$ cat src/rtl/global_io_control_defs.svh
// Purpose: offsets, field positions, reset values and timing counts of the
//          global i/o control register bank
// Assumes: byte addressed register port, 32-bit registers stored MSB first
// Notes:   definitions only
`ifndef GLOBAL_IO_CONTROL_DEFS_SVH
`define GLOBAL_IO_CONTROL_DEFS_SVH

// byte addresses
`define ADDR_PORT_INT_STATUS 16'h0018
`define ADDR_PORT_INT_MASK   16'h001C
`define ADDR_SERIAL_IO       16'h0100
`define ADDR_OUT_CLOCK       16'h0103
`define ADDR_INBAND_MGMT_CONTROL     16'h0104

// port interrupt layout: ports 1..4 at bits 3:0, port 5 at bit 6
`define PORT_BITS_MASK       32'h0000_004F
`define PORT_COUNT           5

// serial i/o control
`define SIO_RESET            8'h42
`define SIO_PREAMBLE_BIT     2
`define SIO_AUTO_EDGE_BIT    1
`define SIO_MANUAL_EDGE_BIT  0

// output clock control
`define OCC_RESET            8'h02
`define OCC_WRITE_MASK       8'h1F
`define OCC_READY_BIT        7
`define OCC_SOURCE_HI        4
`define OCC_SOURCE_LO        2
`define OCC_ENABLE_BIT       1
`define OCC_FREQ_BIT         0
`define OCC_SOURCE_XTAL      3'h0
`define OCC_SOURCE_LAST      3'h5

// in-band management control
`define IBA_RESET            32'h0046_40FE
`define IBA_WRITE_MASK       32'hE0C7_FFFF
`define IBA_ENABLE_BIT       31
`define IBA_DA_CHECK_BIT     30
`define IBA_SM_RESET_BIT     29
`define IBA_QUEUE_HI         23
`define IBA_QUEUE_LO         22
`define IBA_PORT_HI          18
`define IBA_PORT_LO          16

// timing: serial clocks with rising edges two ref_clk cycles apart (10 MHz) count as fast; sampling resolves at
// most one edge every second ref_clk cycle, so two cycles is the floor
`define REF_CLK_PERIOD_NS    50
`define SPI_FAST_PERIOD_NS   40
`define SPI_FAST_CYCLES \
  (((`SPI_FAST_PERIOD_NS / `REF_CLK_PERIOD_NS) < 2) ? 2 : \
   (`SPI_FAST_PERIOD_NS / `REF_CLK_PERIOD_NS))
`define STRAP_SETTLE_CYCLES  2'h2

`endif

$ cat src/rtl/global_io_control_pkg.sv
// Purpose: shared types of the global i/o control register bank
// Assumes: nothing
// Notes:   numeric constants live in global_io_control_defs.svh
package global_io_control_pkg;
  typedef logic [7:0]  byte_type;
  typedef logic [15:0] addr_type;
  typedef logic [31:0] word_type;
  typedef logic [6:0]  port_bits_type;
  typedef logic [4:0]  clock_ready_type;
endpackage

$ cat src/rtl/global_io_control_regs.sv
// Purpose: global port interrupt mask, serial i/o, output clock and in-band
//          management control registers of a five port switch
// Assumes: one clock ref_clk at 20 MHz; register accesses arrive one byte at
//          a time from the serial management front end on the same clock
// Notes:   multi-byte registers are stored MSB at the lowest address
//
// Overview of operation
// - mask bit one blocks that port's interrupt; all masks reset to zero
// - ports one to four at bits 3:0, port five at bit 6; rest read-only
// - port interrupt status has one read-only pending bit per port, same layout
// - preamble suppression bit 2: zero requires preamble, one accepts without
// - preamble suppression affects only the mdio interface, not spi or i2c
// - auto edge: rising edge out for fast serial clock, falling for slow
// - auto edge select bit 1 resets on; manual bit ignored while on
// - with auto off, bit 0 picks edge: zero falling, one rising; resets zero
// - read-only bit 7 shows whether the selected recovered clock is ready
// - source field 4:2: 000 crystal, 001-101 port recovered clocks, else reserved
// - bit 1 enables the sync clock output pin; resets to one
// - bit 0 picks sync clock frequency: zero 25 MHz, one 125 MHz; resets zero
// - bit 31 enables in-band management; reset value taken from a strap pin
// - bit 30 enables destination address check of in-band frames
// - writing one to bit 29 resets the in-band state machine, self clearing
// - bits 23:22 pick the response priority queue, reset 01
// - bits 18:16 pick the in-band port, 000-011 ports 1-4, 110 port 5
// - bits 15:0 hold the in-band frame type value, reset 40FE
`include "global_io_control_defs.svh"

module global_io_control_regs (
  // clock and reset
  input  wire logic                                ref_clk,
  input  wire logic                                reset_n,
  // register access port
  input  wire global_io_control_pkg::addr_type     reg_addr,
  input  wire global_io_control_pkg::byte_type     reg_wdata,
  input  wire logic                                reg_write,
  input  wire logic                                reg_read,
  output      global_io_control_pkg::byte_type     reg_rdata,
  // port interrupt sources and request output
  input  wire global_io_control_pkg::port_bits_type port_int_pending,
  output      logic                                int_request_n,
  // pins from outside the clock domain
  input  wire logic                                serial_clock_pin,
  input  wire global_io_control_pkg::clock_ready_type recovered_clock_ready,
  input  wire logic                                receive_control_strap_pin,
  // serial management controls
  output      logic                                miim_preamble_suppress,
  output      logic                                spi_out_rising_edge,
  // sync clock output controls
  output      logic [2:0]                          sync_clock_out_source,
  output      logic                                sync_clock_out_enable,
  output      logic                                sync_clock_out_fast,
  // in-band management controls
  output      logic                                in_band_management_enable,
  output      logic                                in_band_da_check,
  output      logic                                in_band_sm_reset,
  output      logic [1:0]                          in_band_resp_queue,
  output      logic [2:0]                          in_band_port,
  output      logic [15:0]                         in_band_frame_type
);
  import global_io_control_pkg::*;

  word_type        port_mask;
  byte_type        serial_io;
  byte_type        out_clock;
  word_type        inband_mgmt_control;
  logic            rec_ready;
  clock_ready_type ready_meta;
  clock_ready_type ready_sync;
  logic [1:0]      sclk_meta;
  logic            sclk_sync;
  logic            sclk_prev;
  logic [3:0]      sclk_count;
  logic            sclk_fast;
  logic            strap_meta;
  logic            strap_sync;
  logic [1:0]      strap_wait;
  logic            strap_done;
  word_type        lane;
  word_type        wide_wdata;
  word_type        next_iba;
  word_type        next_mask;
  byte_type        next_rdata;
  logic            write_mask;
  logic            write_sio;
  logic            write_occ;
  logic            write_iba;

  // byte lane of a word register, most significant byte at the base address
  assign lane       = 32'hFF00_0000 >> {reg_addr[1:0], 3'b000};
  assign wide_wdata = {4{reg_wdata}};
  assign write_mask = reg_write && (reg_addr[15:2] == `ADDR_PORT_INT_MASK >> 2);
  assign write_sio  = reg_write && (reg_addr == `ADDR_SERIAL_IO);
  assign write_occ  = reg_write && (reg_addr == `ADDR_OUT_CLOCK);
  assign write_iba  = reg_write && (reg_addr[15:2] == `ADDR_INBAND_MGMT_CONTROL >> 2);

  // reserved mask bits never store, so they always read zero
  assign next_mask = (port_mask & ~lane) | (wide_wdata & lane & `PORT_BITS_MASK);
  assign next_iba  = (inband_mgmt_control & ~(lane & `IBA_WRITE_MASK))
                   | (wide_wdata & lane & `IBA_WRITE_MASK);

  // two-flop synchronisers for every pin
  always_ff @(posedge ref_clk or negedge reset_n) begin
    if (!reset_n) begin
      ready_meta <= 5'h00;
      ready_sync <= 5'h00;
      sclk_meta  <= 2'h0;
      strap_meta <= 1'b0;
      strap_sync <= 1'b0;
    end else begin
      ready_meta <= recovered_clock_ready;
      ready_sync <= ready_meta;
      sclk_meta  <= {sclk_meta[0], serial_clock_pin};
      strap_meta <= receive_control_strap_pin;
      strap_sync <= strap_meta;
    end
  end
  assign sclk_sync = sclk_meta[1];

  // serial clock rate: cycles between sampled rising edges; an edge every second
  // cycle is the fastest rate sampling resolves and reads as fast; faster clocks
  // alias, so a host running them should use manual edge selection
  always_ff @(posedge ref_clk or negedge reset_n) begin
    if (!reset_n) begin
      sclk_prev  <= 1'b0;
      sclk_count <= 4'h0;
      sclk_fast  <= 1'b0;
    end else begin
      sclk_prev <= sclk_sync;
      if (sclk_sync && !sclk_prev) begin
        sclk_count <= 4'h0;
        sclk_fast  <= ({28'h000_0000, sclk_count} + 32'h0000_0001) <= `SPI_FAST_CYCLES;
      end else if (sclk_count != 4'hF) begin
        sclk_count <= sclk_count + 4'h1;
      end
    end
  end

  // strap capture waits for the synchroniser to fill after reset release
  always_ff @(posedge ref_clk or negedge reset_n) begin
    if (!reset_n) begin
      strap_wait <= 2'h0;
      strap_done <= 1'b0;
    end else if (!strap_done) begin
      strap_wait <= strap_wait + 2'h1;
      strap_done <= (strap_wait == `STRAP_SETTLE_CYCLES);
    end
  end

  // port interrupt mask
  always_ff @(posedge ref_clk or negedge reset_n) begin
    if (!reset_n) begin
      port_mask <= 32'h0000_0000;
    end else if (write_mask) begin
      port_mask <= next_mask;
    end
  end

  // serial i/o control; reserved high bits are plain storage
  always_ff @(posedge ref_clk or negedge reset_n) begin
    if (!reset_n) begin
      serial_io <= `SIO_RESET;
    end else if (write_sio) begin
      serial_io <= reg_wdata;
    end
  end

  // output clock control, ready bit is not stored here
  always_ff @(posedge ref_clk or negedge reset_n) begin
    if (!reset_n) begin
      out_clock <= `OCC_RESET;
    end else if (write_occ) begin
      out_clock <= reg_wdata & `OCC_WRITE_MASK;
    end
  end

  // in-band control; a write in the strap cycle wins over the strap
  always_ff @(posedge ref_clk or negedge reset_n) begin
    if (!reset_n) begin
      inband_mgmt_control <= `IBA_RESET;
    end else begin
      if (write_iba) begin
        inband_mgmt_control <= next_iba;
      end else if (strap_wait == `STRAP_SETTLE_CYCLES && !strap_done) begin
        inband_mgmt_control[`IBA_ENABLE_BIT] <= strap_sync;
      end
      inband_mgmt_control[`IBA_SM_RESET_BIT] <= 1'b0;
    end
  end

  // one-cycle state machine reset when software writes a one
  always_ff @(posedge ref_clk or negedge reset_n) begin
    if (!reset_n) begin
      in_band_sm_reset <= 1'b0;
    end else begin
      in_band_sm_reset <= write_iba && lane[`IBA_SM_RESET_BIT]
                          && reg_wdata[`IBA_SM_RESET_BIT - 24];
    end
  end

  // ready of the selected clock; the crystal input counts as always ready
  always_ff @(posedge ref_clk or negedge reset_n) begin
    if (!reset_n) begin
      rec_ready <= 1'b0;
    end else if (out_clock[`OCC_SOURCE_HI:`OCC_SOURCE_LO] == `OCC_SOURCE_XTAL) begin
      rec_ready <= 1'b1;
    end else if (out_clock[`OCC_SOURCE_HI:`OCC_SOURCE_LO] <= `OCC_SOURCE_LAST) begin
      rec_ready <= ready_sync[out_clock[`OCC_SOURCE_HI:`OCC_SOURCE_LO] - 3'h1];
    end else begin
      rec_ready <= 1'b0;
    end
  end

  // interrupt request, active low
  always_ff @(posedge ref_clk or negedge reset_n) begin
    if (!reset_n) begin
      int_request_n <= 1'b1;
    end else begin
      int_request_n <= ~|(port_int_pending & ~port_mask[6:0]);
    end
  end

  // control outputs registered from the bank
  always_ff @(posedge ref_clk or negedge reset_n) begin
    if (!reset_n) begin
      miim_preamble_suppress    <= 1'b0;
      spi_out_rising_edge       <= 1'b0;
      sync_clock_out_source     <= 3'h0;
      sync_clock_out_enable     <= 1'b1;
      sync_clock_out_fast       <= 1'b0;
      in_band_management_enable <= 1'b0;
      in_band_da_check          <= 1'b0;
      in_band_resp_queue        <= 2'h1;
      in_band_port              <= 3'h6;
      in_band_frame_type        <= 16'h40FE;
    end else begin
      // only the mdio slave reads this; spi and i2c never see it
      miim_preamble_suppress    <= serial_io[`SIO_PREAMBLE_BIT];
      spi_out_rising_edge       <= serial_io[`SIO_AUTO_EDGE_BIT] ? sclk_fast
                                 : serial_io[`SIO_MANUAL_EDGE_BIT];
      sync_clock_out_source     <= out_clock[`OCC_SOURCE_HI:`OCC_SOURCE_LO];
      sync_clock_out_enable     <= out_clock[`OCC_ENABLE_BIT];
      sync_clock_out_fast       <= out_clock[`OCC_FREQ_BIT];
      in_band_management_enable <= inband_mgmt_control[`IBA_ENABLE_BIT];
      in_band_da_check          <= inband_mgmt_control[`IBA_DA_CHECK_BIT];
      in_band_resp_queue        <= inband_mgmt_control[`IBA_QUEUE_HI:`IBA_QUEUE_LO];
      in_band_port              <= inband_mgmt_control[`IBA_PORT_HI:`IBA_PORT_LO];
      in_band_frame_type        <= inband_mgmt_control[15:0];
    end
  end

  // read mux; unmapped bytes read zero
  always_comb begin
    if (reg_addr[15:2] == `ADDR_PORT_INT_STATUS >> 2) begin
      next_rdata = 8'((({25'h000_0000, port_int_pending} & `PORT_BITS_MASK) & lane)
                      >> {~reg_addr[1:0], 3'b000});
    end else if (reg_addr[15:2] == `ADDR_PORT_INT_MASK >> 2) begin
      next_rdata = 8'((port_mask & lane) >> {~reg_addr[1:0], 3'b000});
    end else if (reg_addr == `ADDR_SERIAL_IO) begin
      next_rdata = serial_io;
    end else if (reg_addr == `ADDR_OUT_CLOCK) begin
      next_rdata = {rec_ready, out_clock[6:0]};
    end else if (reg_addr[15:2] == `ADDR_INBAND_MGMT_CONTROL >> 2) begin
      next_rdata = 8'((inband_mgmt_control & lane) >> {~reg_addr[1:0], 3'b000});
    end else begin
      next_rdata = 8'h00;
    end
  end

  always_ff @(posedge ref_clk or negedge reset_n) begin
    if (!reset_n) begin
      reg_rdata <= 8'h00;
    end else if (reg_read) begin
      reg_rdata <= next_rdata;
    end
  end
endmodule

$ cat config.mk
export PLATFORM = sky130hd
export DESIGN_NAME = global_io_control_regs
export DESIGN_NICKNAME = d
export VERILOG_FILES = /design/src/rtl/global_io_control_pkg.sv /design/src/rtl/global_io_control_regs.sv
export VERILOG_INCLUDE_DIRS = /design/src /design/src/rtl
export SDC_FILE = /design/constraint.sdc
export NUM_CORES = 1
export LEC_CHECK = 0
export ABC_CLOCK_PERIOD_IN_PS = 2200
export BUFFER_PORTS_ARGS = -buffer_cell sky130_fd_sc_hd__buf_4
export CAP_MARGIN = 40
export CORE_MARGIN = 1
export CORE_UTILIZATION = 50
export DETAILED_ROUTE_END_ITERATION = 8
export GPL_ROUTABILITY_DRIVEN = 0
export PLACE_DENSITY = 0.79
export SETUP_SLACK_MARGIN = 0.4
export SYNTH_ARGS = -nofsm -noshare
export SYNTH_HDL_FRONTEND = slang
export SYNTH_SLANG_ARGS = --single-unit
$ cat constraint.sdc
create_clock -name ref_clk -period 2.2 [get_ports ref_clk]
set_clock_uncertainty 0.1 [all_clocks]
set_input_delay 0.55 -clock ref_clk [delete_from_list [all_inputs] [get_ports ref_clk]]
set_output_delay 0.55 -clock ref_clk [all_outputs]
set_load 0.05 [all_outputs]
==> reports/results.ini, run 1 <==
[run_status]
status=finished, final reports clean

[route]
vias=3784
viasPerCell=5.66
dr_wl_met3_microns=739
drt_iter0_markers=285
ant_nets=0
drt-wirelength-per-cell_microns=19.0
drcViolationCount=0
wirelength_mm=12.7
drt-met1-wl_mm=5.21
firstDrtPassIters=5
highest_layer=met4
wl_met2_mm=6.32

[yosys]
ys_seq_area_share_pct=62.2
synth_largest_area_cell=dfrtp_1
synth_edf_count=0
synth-main-ff-cell=dfrtp_1
syn-num-nets=444
synth_cell_types=48
ys_async_sr_fraction_pct=100
yosys_warnings=0
ys_top_cells_by_area=dfrtp_1 (49%), dfstp_2 (13%), mux2_2 (8.2%), mux4_2 (4.6%), nor2b_1 (3.1%)
syn_avg_cell_area_sq_um=13.5
yosys_register_bits=132
synthCells=396
yosysTopAreaCellShare_pct=49.0
syn_area_sq_um=5370

[layout]
drive_gt1_share_pct=45.6
multi_input_area_sq_um=2010
area_growth_pct=34.1
finalNetCount=568
fill_cells=703
register_area_sq_um=3340
antenna_cells=0

[sta]
fin_setup_tns_ns=0
worst_slew_pin_slew_ns=0.513
fin_crit_sh_pct=84.0
timing.final.max_slew_violations=0
setup_viol=0
finalHoldViolCount=0
max_freq_ghz=0.541
finalCriticalPeriod_ns=1.85
grt_setup_unrepaired=yes
slew_headroom_pct=65.8

[clocking]
clkLatencyLatePin_ns=0.51
numCtsBuffers=17
cts_tree=yes
htreeDepth=4
ctsRootBufferMaster=clkbuf_8
cts_buffer_depth=2
clkTransAtPathRegs_ns=0.06
clock-sinks=132

[worst_setup_path]
crit_family=flip-flops
end_kind=output pin
critical-path-max-stage-delay_ns=0.54
startpoint=in_band_frame_type[3]
path_buf_inv=1
path_cells=buf_8
critical_path_required_ns=1.55
critPathArrivalTime_ns=1.20
cp_slowest_cell=dfstp_2
start_kind=register
cp_max_fo=1
criticalPathCategory=reg -> out

[job]
cap_violations=0

[place]
dp_hpwl_mm=8.65
io_buffers=81

[die]
die_y_microns=106
core_area_sq_um=10400
num_rows=37
ios=82
die_area_sq_um=11100
start_util_pct=51.7
die_w_microns=106

[grt]
grt_max_degree=38
grt_antenna_before_repair=0
overflow=0
grt_usage_pct=24.5
grt_pass1_wl_mm=20.4
grt_pass1_vias=3897

[pwr]
p_leak_nw=3.42
p_per_area_nw_per_um2=782
peakVddDrop_uv=515
total_power_mw=5.62

[hold_path]
min-delay-start=receive_control_strap_pin
hold_class=in -> reg

[through the flow]
| stage | cell area (sq um) | hold WS, ns | cells | setup slack [ns] | utilization [%] |
|---|---|---|---|---|---|
| 6_report | 7200 | 0.0405 | 669 | 0.352 | 69.4 |
| 5_1_grt | 7200 | 0.0219 | 669 | 0.326 | 69.4 |
| 4_1_cts | 7150 | 0.0276 | 666 | 0.343 | 69.0 |
| 3_5_place_dp | 6460 | 0.235 | 631 | -0.149 | 62.3 |
| 3_3_place_gp | 6460 | 0.233 | 631 | -0.0877 | 62.3 |
| 2_1_floorplan | 5490 | 0.154 | 396 | 0.141 | - |
[area by class of cell]
| type | count | area share (%) |
|---|---|---|
| repair buffers | 117 | 14.3 |
| multi-input cells | 236 | 28.0 |
| flip-flops and latches | 132 | 46.4 |
| clock buffers | 18 | 5.95 |
| well taps | 136 | 2.36 |
| clock inverters | 14 | 2.12 |
| inverters | 16 | 0.835 |
[cell usage after synthesis (4+ instances only)]
library cell,number
dfrtp_1,105
mux2_2,39
dfstp_2,27
nor2b_1,27
nand2_1,19
a21oi_1,18
inv_1,16
and2_1,14
nor2_1,14
mux4_2,11
nand3_1,11
o21ai_0,11
ha_1,6
buf_2,5
mux2_1,5
nand4_1,5
o22ai_1,5
and3_1,4
clkbuf_1,4
nor3_1,4
[report_power, final]
| part | switching [mW] | internal, mW | total (mW) |
|---|---|---|---|
| combinational | 0.213 | 0.154 | 0.367 |
| sequential | 0.0538 | 2.49 | 2.54 |
| clock | 1.06 | 1.65 | 2.72 |
[cells in the final DEF (no fill, tap or decap), types with 4 or more instances in the layout]
master	n
buf_12	4
o22ai_1	5
buf_4	97
o21ai_0	8
inv_1	16
nor2b_1	27
clkbuf_16	16
dfstp_2	27
clkinvlp_4	4
buf_8	12
dfrtp_1	104
mux2_4	16
mux2_2	23
nand3_1	11
and2_1	14
nor2_1	14
nand4_1	5
a21oi_1	18
mux2_1	5
nand2_1	19
mux4_2	11
ha_1	6
[metal layers]
layer / up-vias / global-route usage [%]
met3: 36 / 5.63
met1: 1918 / 32.0
met5: - / 0
li1: 1658 / -
met2: 172 / 38.5
met4: 0 / 12.9
[final timing paths]
kind	to	slack, ns	depth (start not counted)
worst min-delay path	strap_meta	0.04	1
worst min register to register	ready_sync[0]	0.25	0
min in group asynchronous	asynchronous set/reset pin	0.46	2
max in group asynchronous	asynchronous set/reset pin	0.89	3
worst max-delay path	in_band_frame_type[3]	0.35	1
worst max register to register	reg_rdata[7]	0.43	5
[cell families (layout without fill, tap and decap cells)]
| family | after synthesis | count (layout) | synth area share (%) |
|---|---|---|---|
| mux | 56 | 56 | 14.0 |
| buf+inv | 28 | 165 | 2.29 |
| compound gates | 52 | 52 | 5.95 |
| xor+xnor | 2 | 2 | 0.327 |
| simple gates | 120 | 120 | 13.8 |
| fa+ha+maj | 6 | 6 | 1.40 |
| flops | 132 | 132 | 62.2 |
[timing repair]
item | 4_1_cts | 5_1_grt
cloned | 0 | 0
gates resized for setup | 25 | 5
pin swaps | 3 | 2
hold buffers | 1 | 0
buffers inserted | 2 | 3
setup endpoints to repair | 18 | 18
endpoints found under the hold margin | 20 | 0
Power figures use the tool's default switching activity.
==> inputs of run 2 (changes only) <==
Settings changed: ABC_AREA set to 1, ABC_CLOCK_PERIOD_IN_PS 2200 to 1600, PLACE_DENSITY 0.79 to 0.81.
Clock period 2.2 ns to 1.6 ns, I/O delays scaled along.
==> run 2 against run 1 <==
Effect of this change:
- critical path type unchanged
- register-to-register slack got worse by 0.30 ns
- non-clock buffer count rose by 42
- the run now ends with setup timing left
- utilization rose by 10 points
- clock power rose by 53%
- wire length rose by 59%
- first-iteration DRC count rose by 120%
- clock-buffer cell count fell by 1
- critical path depth did not move
- via count rose by 42%
==> reports/results.ini, run 2 <==
[run_status]
status=finished with violations
violations=setup timing

[layout]
area_growth_pct=54.9
fin_area_sq_um=8650
fill_cells=504
drive_gt1_share_pct=50.6
multi_input_area_sq_um=2690
layout_commonest_cell=dfrtp_1
final_cell_mix=dfrtp_1 (101), nand2_1 (96), buf_4 (88), inv_1 (57), nor2_1 (49)
register_area_sq_um=3340
finalNetCount=804
antenna_cells=0

[die]
num_rows=38
die_w_microns=108
core_area_sq_um=10800
die_area_sq_um=11600
start_util_pct=51.5
die_y_microns=108
ios=82

[yosys]
synth_edf_count=0
synthCells=582
synth.most_common_cell=nand2_1
synth_largest_area_cell=dfrtp_1
yosys_warnings=0
syn-num-nets=630
yosys_register_bits=132
ys_async_sr_fraction_pct=100
ys_seq_area_share_pct=59.8
syn_area_sq_um=5580
synth-main-ff-cell=dfrtp_1
yosysTopAreaCellShare_pct=47.1
syn_avg_cell_area_sq_um=9.59
synth_common_cells=nand2_1 (150), dfrtp_1 (105), nor2_1 (70)
ys_top_cells_by_area=dfrtp_1 (47%), dfstp_2 (13%), nand2_1 (10%), nor2_1 (4.7%), inv_1 (4.3%)
synth_cell_types=41

[worst_setup_path]
critPathArrivalTime_ns=1.24
crit_family=flip-flops
rr_endpoint=reg_rdata[1]
critical_path_required_ns=1.10
cp_slowest_cell=dfstp_2
critical-path-max-stage-delay_ns=0.55
path_buf_inv=1
path_cells=buf_8
start_kind=register
cp_max_fo=1
ff2ff_path_depth=10
reg2reg_slack_ns=0.13
criticalPathCategory=reg -> out
cp.depth=1
end_kind=output pin

[pwr]
seqPwrFrac_pct=41.3
intPower_mw=6.35
switching_share_pct=25.6
peakVddDrop_uv=909
p_switching_mw=2.18
clockPowerShare_pct=48.6
p_per_area_nw_per_um2=987
p_leak_nw=4.06
combPwrFrac_pct=10.1

[hold_path]
whs_path_depth=4
hold_class=in -> reg
min_to=int_request_n
min-delay-start=port_int_pending[4]

[job]
cap_violations=0

[place]
placed_area_sq_um=6640
dpl_worst_slack_ns=-0.242
dp_hpwl_mm=9.75
io_buffers=81

[grt]
met2_usage_pct=45.6
grt_max_degree=51
grt_antenna_before_repair=0
grt_pass1_wl_mm=23.3
grt_usage_pct=27.4
met1_usage_pct=31.9
grt_busiest_layer=met2
overflow=0
grt_pass1_vias=4799
met3_usage_pct=6.36

[clocking]
clkLatencyLatePin_ns=0.55
clkTransAtPathRegs_ns=0.07
cts_tree=yes
clock-sinks=132
ctsRootBufferMaster=clkbuf_8
cts_buffer_depth=2
numCtsBuffers=17
htreeDepth=4

[sta]
worst_slew_pin_slew_ns=0.438
grt_setup_unrepaired=yes
timing.final.max_slew_violations=0
finalCriticalPeriod_ns=1.74
slew_headroom_pct=70.8
setup_ws_ns=-0.142
max_freq_ghz=0.574
setup_viol=19
fin_crit_sh_pct=109
finalHoldViolCount=0

[route]
firstDrtPassIters=8
vias=5386
wirelength_mm=20.2
ant_nets=0
drcViolationCount=0
drt-wirelength-per-cell_microns=22.2
viasPerCell=5.93
drt_iter0_markers=615

-- run 2: cell types whose count changed in the layout (fill, tap and decap cells not counted), sizes merged, moves of 13 or more --
cell,delta
nand2,+146
inv,+48
o21ai,+41
nor2b,-27
a21oi,-16
and2,-13
buf,+33
nor2,+65
mux2,-44
nand3,+21
-- run 2: power by group through the flow --
stage	combinational (mW)	sequential, mW	clock (mW)
after detailed placement	0.521	3.53	0
final	0.860	3.52	4.15
after floorplan	0.246	3.52	0
after global routing	0.911	3.53	4.30
after global placement	0.495	3.52	0
after CTS	0.670	3.49	4.09
-- run 2: layer usage --
layer / part of all wire (%) / vias to the layer above / wire length (microns)
li1: - / 2220 / -
met5: 0 / - / 0
met3: 8.9 / 172 / 1790
met4: 8.3 / 0 / 1680
met2: 48 / 413 / 9740
met1: 35 / 2581 / 6980
-- run 2: area by class of cell --
type / instances / share of cell area [%]
Clock buffer: 17 / 4.79
Clock inverter: 15 / 2.40
Inverter: 67 / 3.17
Multi-Input combinational cell: 379 / 31.2
Sequential cell: 132 / 38.6
Tap cell: 140 / 2.03
Timing Repair Buffer: 159 / 17.8
-- run 2: what timing repair did --
item,in CTS,in global routing
gates resized for setup,82,166
endpoints found under the setup margin,82,116
pin swaps,15,93
endpoints found under the hold margin,97,0
cloned,0,6
buffers inserted,20,18
hold buffers,10,0
-- run 2: logic make-up (layout without fill, tap and decap cells) --
kind of cell               after synthesis  count (layout)  synth area share, %
AOI/OAI and AO/OA                       73              73                 8.34
xor gates and xnor gates                 3               3                0.471
adders and majority gates                6               6                 1.34
buffers and inverters                   77             258                 5.89
DFF                                    132             132                 59.8
muxes                                    1               1                0.179
and+or+nand+nor                        290             296                 24.0
-- run 2: worst max-delay path by stage --
| stage | slack (ns) | start | to |
|---|---|---|---|
| global route | -0.16 | in_band_frame_type[14] | in_band_frame_type[14] |
| detailed placement | -0.24 | reg_addr[3] | reg_rdata[7] |
| floorplan | 0.06 | reg_addr[7] | register |
| global placement | -0.23 | reg_addr[3] | reg_rdata[7] |
| CTS | -0.14 | in_band_frame_type[5] | in_band_frame_type[5] |
| finish | -0.14 | sync_clock_out_enable | sync_clock_out_enable |
-- run 2: metrics by stage --
stage	utilization [%]	std cells	power [mW]	hold WS (ns)	setup TNS, ns
finish	79.8	909	8.53	0.0218	-1.66
global route	79.8	909	8.74	0.0161	-2.11
CTS	72.2	885	8.25	-0.00607	-1.79
detailed placement	61.2	823	4.05	0.220	-10.98
floorplan	-	582	3.77	0.00441	0
global placement	61.2	823	4.02	0.215	-8.02
==> inputs of run 3 (changes only) <==
Settings changed: CORE_UTILIZATION 50 to 40, PLACE_DENSITY 0.81 to 0.69.
==> run 3 against run 2 <==
Effect of this change:
- hold slack improved by 0.016 ns
- maximum frequency grew 8.6%
- largest power group unchanged
- the run still ends with setup timing left
- sequential power hardly changed
- setup slack improved by 0.14 ns
- first-iteration DRC count shrank 39%
==> reports/results.ini, run 3 (synthesis gave the netlist of run 2 again) <==
[run_status]
status=finished with violations
violations=setup timing

[die]
ios=82
die_w_microns=120
core_area_sq_um=13500
die_area_sq_um=14400
start_util_pct=41.5
die_y_microns=120
num_rows=42

[pwr]
p_leak_nw=4.16
p_per_area_nw_per_um2=893
peakVddDrop_uv=610

[place]
io_buffers=81
dp_hpwl_mm=9.63

[route]
drt-met1-wl_mm=6.48
wl_met2_mm=8.23
wirelength_mm=16.4
viasPerCell=5.10
drt_iter0_markers=377
drcViolationCount=0
drt-wirelength-per-cell_microns=17.1
vias=4913
firstDrtPassIters=7
dr_wl_met3_microns=969
highest_layer=met4
ant_nets=0

[layout]
multi_input_area_sq_um=2660
antenna_cells=0
area_growth_pct=59.1
register_area_sq_um=3340
final_cell_mix=dfrtp_1 (103), nand2_1 (96), buf_4 (85), buf_6 (62), inv_1 (59)
drive_gt1_share_pct=52.2
finalNetCount=823
fill_cells=960
layout_commonest_cell=dfrtp_1

[grt]
grt_max_degree=73
overflow=0
grt_antenna_before_repair=0
grt_usage_pct=22.6
grt_pass1_vias=4894
grt_pass1_wl_mm=24.4

[sta]
timing.hold.ws_ns=0.0375
finalCriticalPeriod_ns=1.60
setup_ws_ns=-0.00400
max_freq_ghz=0.623
finalHoldViolCount=0
fin_crit_sh_pct=100
worst_slew_pin_slew_ns=0.445
grt_setup_unrepaired=yes
timing.final.max_slew_violations=0
setup_viol=1
fin_setup_tns_ns=-0.00400
slew_headroom_pct=70.3

[worst_setup_path]
cp_slowest_cell=dfstp_2
critPathArrivalTime_ns=1.10
end_kind=output pin
path_cells=buf_8
critical-path-max-stage-delay_ns=0.54
crit_family=flip-flops
criticalPathCategory=reg -> out
path_buf_inv=1
cp_max_fo=1
critical_path_required_ns=1.10
start_kind=register

[clocking]
clkTransAtPathRegs_ns=0.06
ctsRootBufferMaster=clkbuf_16
cts_tree=yes
cts_buffer_depth=2
htreeDepth=4
clock-sinks=132
clkLatencyLatePin_ns=0.42
numCtsBuffers=17

[job]
cap_violations=0

[hold_path]
hold_class=in -> reg

[run 3: changes by cell type in the layout (fill, tap and decap cells not counted), sizes merged]
cell,previous run,this run
bufinv,4,1
inv,67,66
buf,149,170
dlygate4sd3,10,8
clkbuf,17,24
clkinv,7,4
[run 3: per-layer routing]
| metal | vias to the layer above | track usage (%) |
|---|---|---|
| li1 | 2252 | - |
| met1 | 2385 | 27.5 |
| met2 | 210 | 36.8 |
| met3 | 66 | 4.75 |
| met4 | 0 | 13.4 |
| met5 | - | 0 |
[run 3: what timing repair did]
action | 4_1_cts | 5_1_grt
buffers inserted | 33 | 21
pin swaps | 42 | 67
hold buffers | 8 | 0
gates cloned | 4 | 2
gates resized for setup | 149 | 114
endpoints found under the setup margin | 122 | 124
hold endpoints to repair | 49 | 0
[run 3: per-stage QoR]
step / util [%] / area (sq um) / cells / setup WS [ns] / power, mW
detailed placement: 50.0 / 6720 / 864 / -0.187 / 4.06
CTS: 61.6 / 8290 / 941 / -0.0127 / 7.84
global route: 66.0 / 8880 / 964 / -0.0211 / 8.21
floorplan: - / 5690 / 582 / 0.0610 / 3.77
finish: 66.0 / 8880 / 964 / -0.00400 / 7.93
global placement: 50.0 / 6720 / 864 / -0.166 / 4.03
[run 3: power by group]
group	internal [mW]	total, mW	switching [mW]
Combinational	0.337	0.735	0.398
Clock	2.29	3.68	1.39
Sequential	3.42	3.52	0.0976
[run 3: area by class of cell]
cell class	count	area share, %
repair buffers	178	20.4
multi-input cells	379	30.0
clock buffers	24	5.54
clock inverters	8	0.845
well taps	176	2.48
flip-flops and latches	132	37.6
inverters	67	3.17
[run 3: path summary, 6_finish.rpt]
check | start | to | slack (ns) | depth (start not counted)
setup / recovery | in_band_frame_type[6] | in_band_frame_type[6] | -0.004 | 1
hold / removal | port_int_pending[5] | int_request_n | 0.04 | 2
setup reg to reg | register | reg_rdata[1] | 0.18 | 10
hold reg to reg | ready_meta[0] | ready_sync[0] | 0.25 | 0
max in group asynchronous | reset_n | int_request_n | 0.50 | 3
min in group asynchronous | reset_n | in_band_frame_type[10] | 0.26 | 2
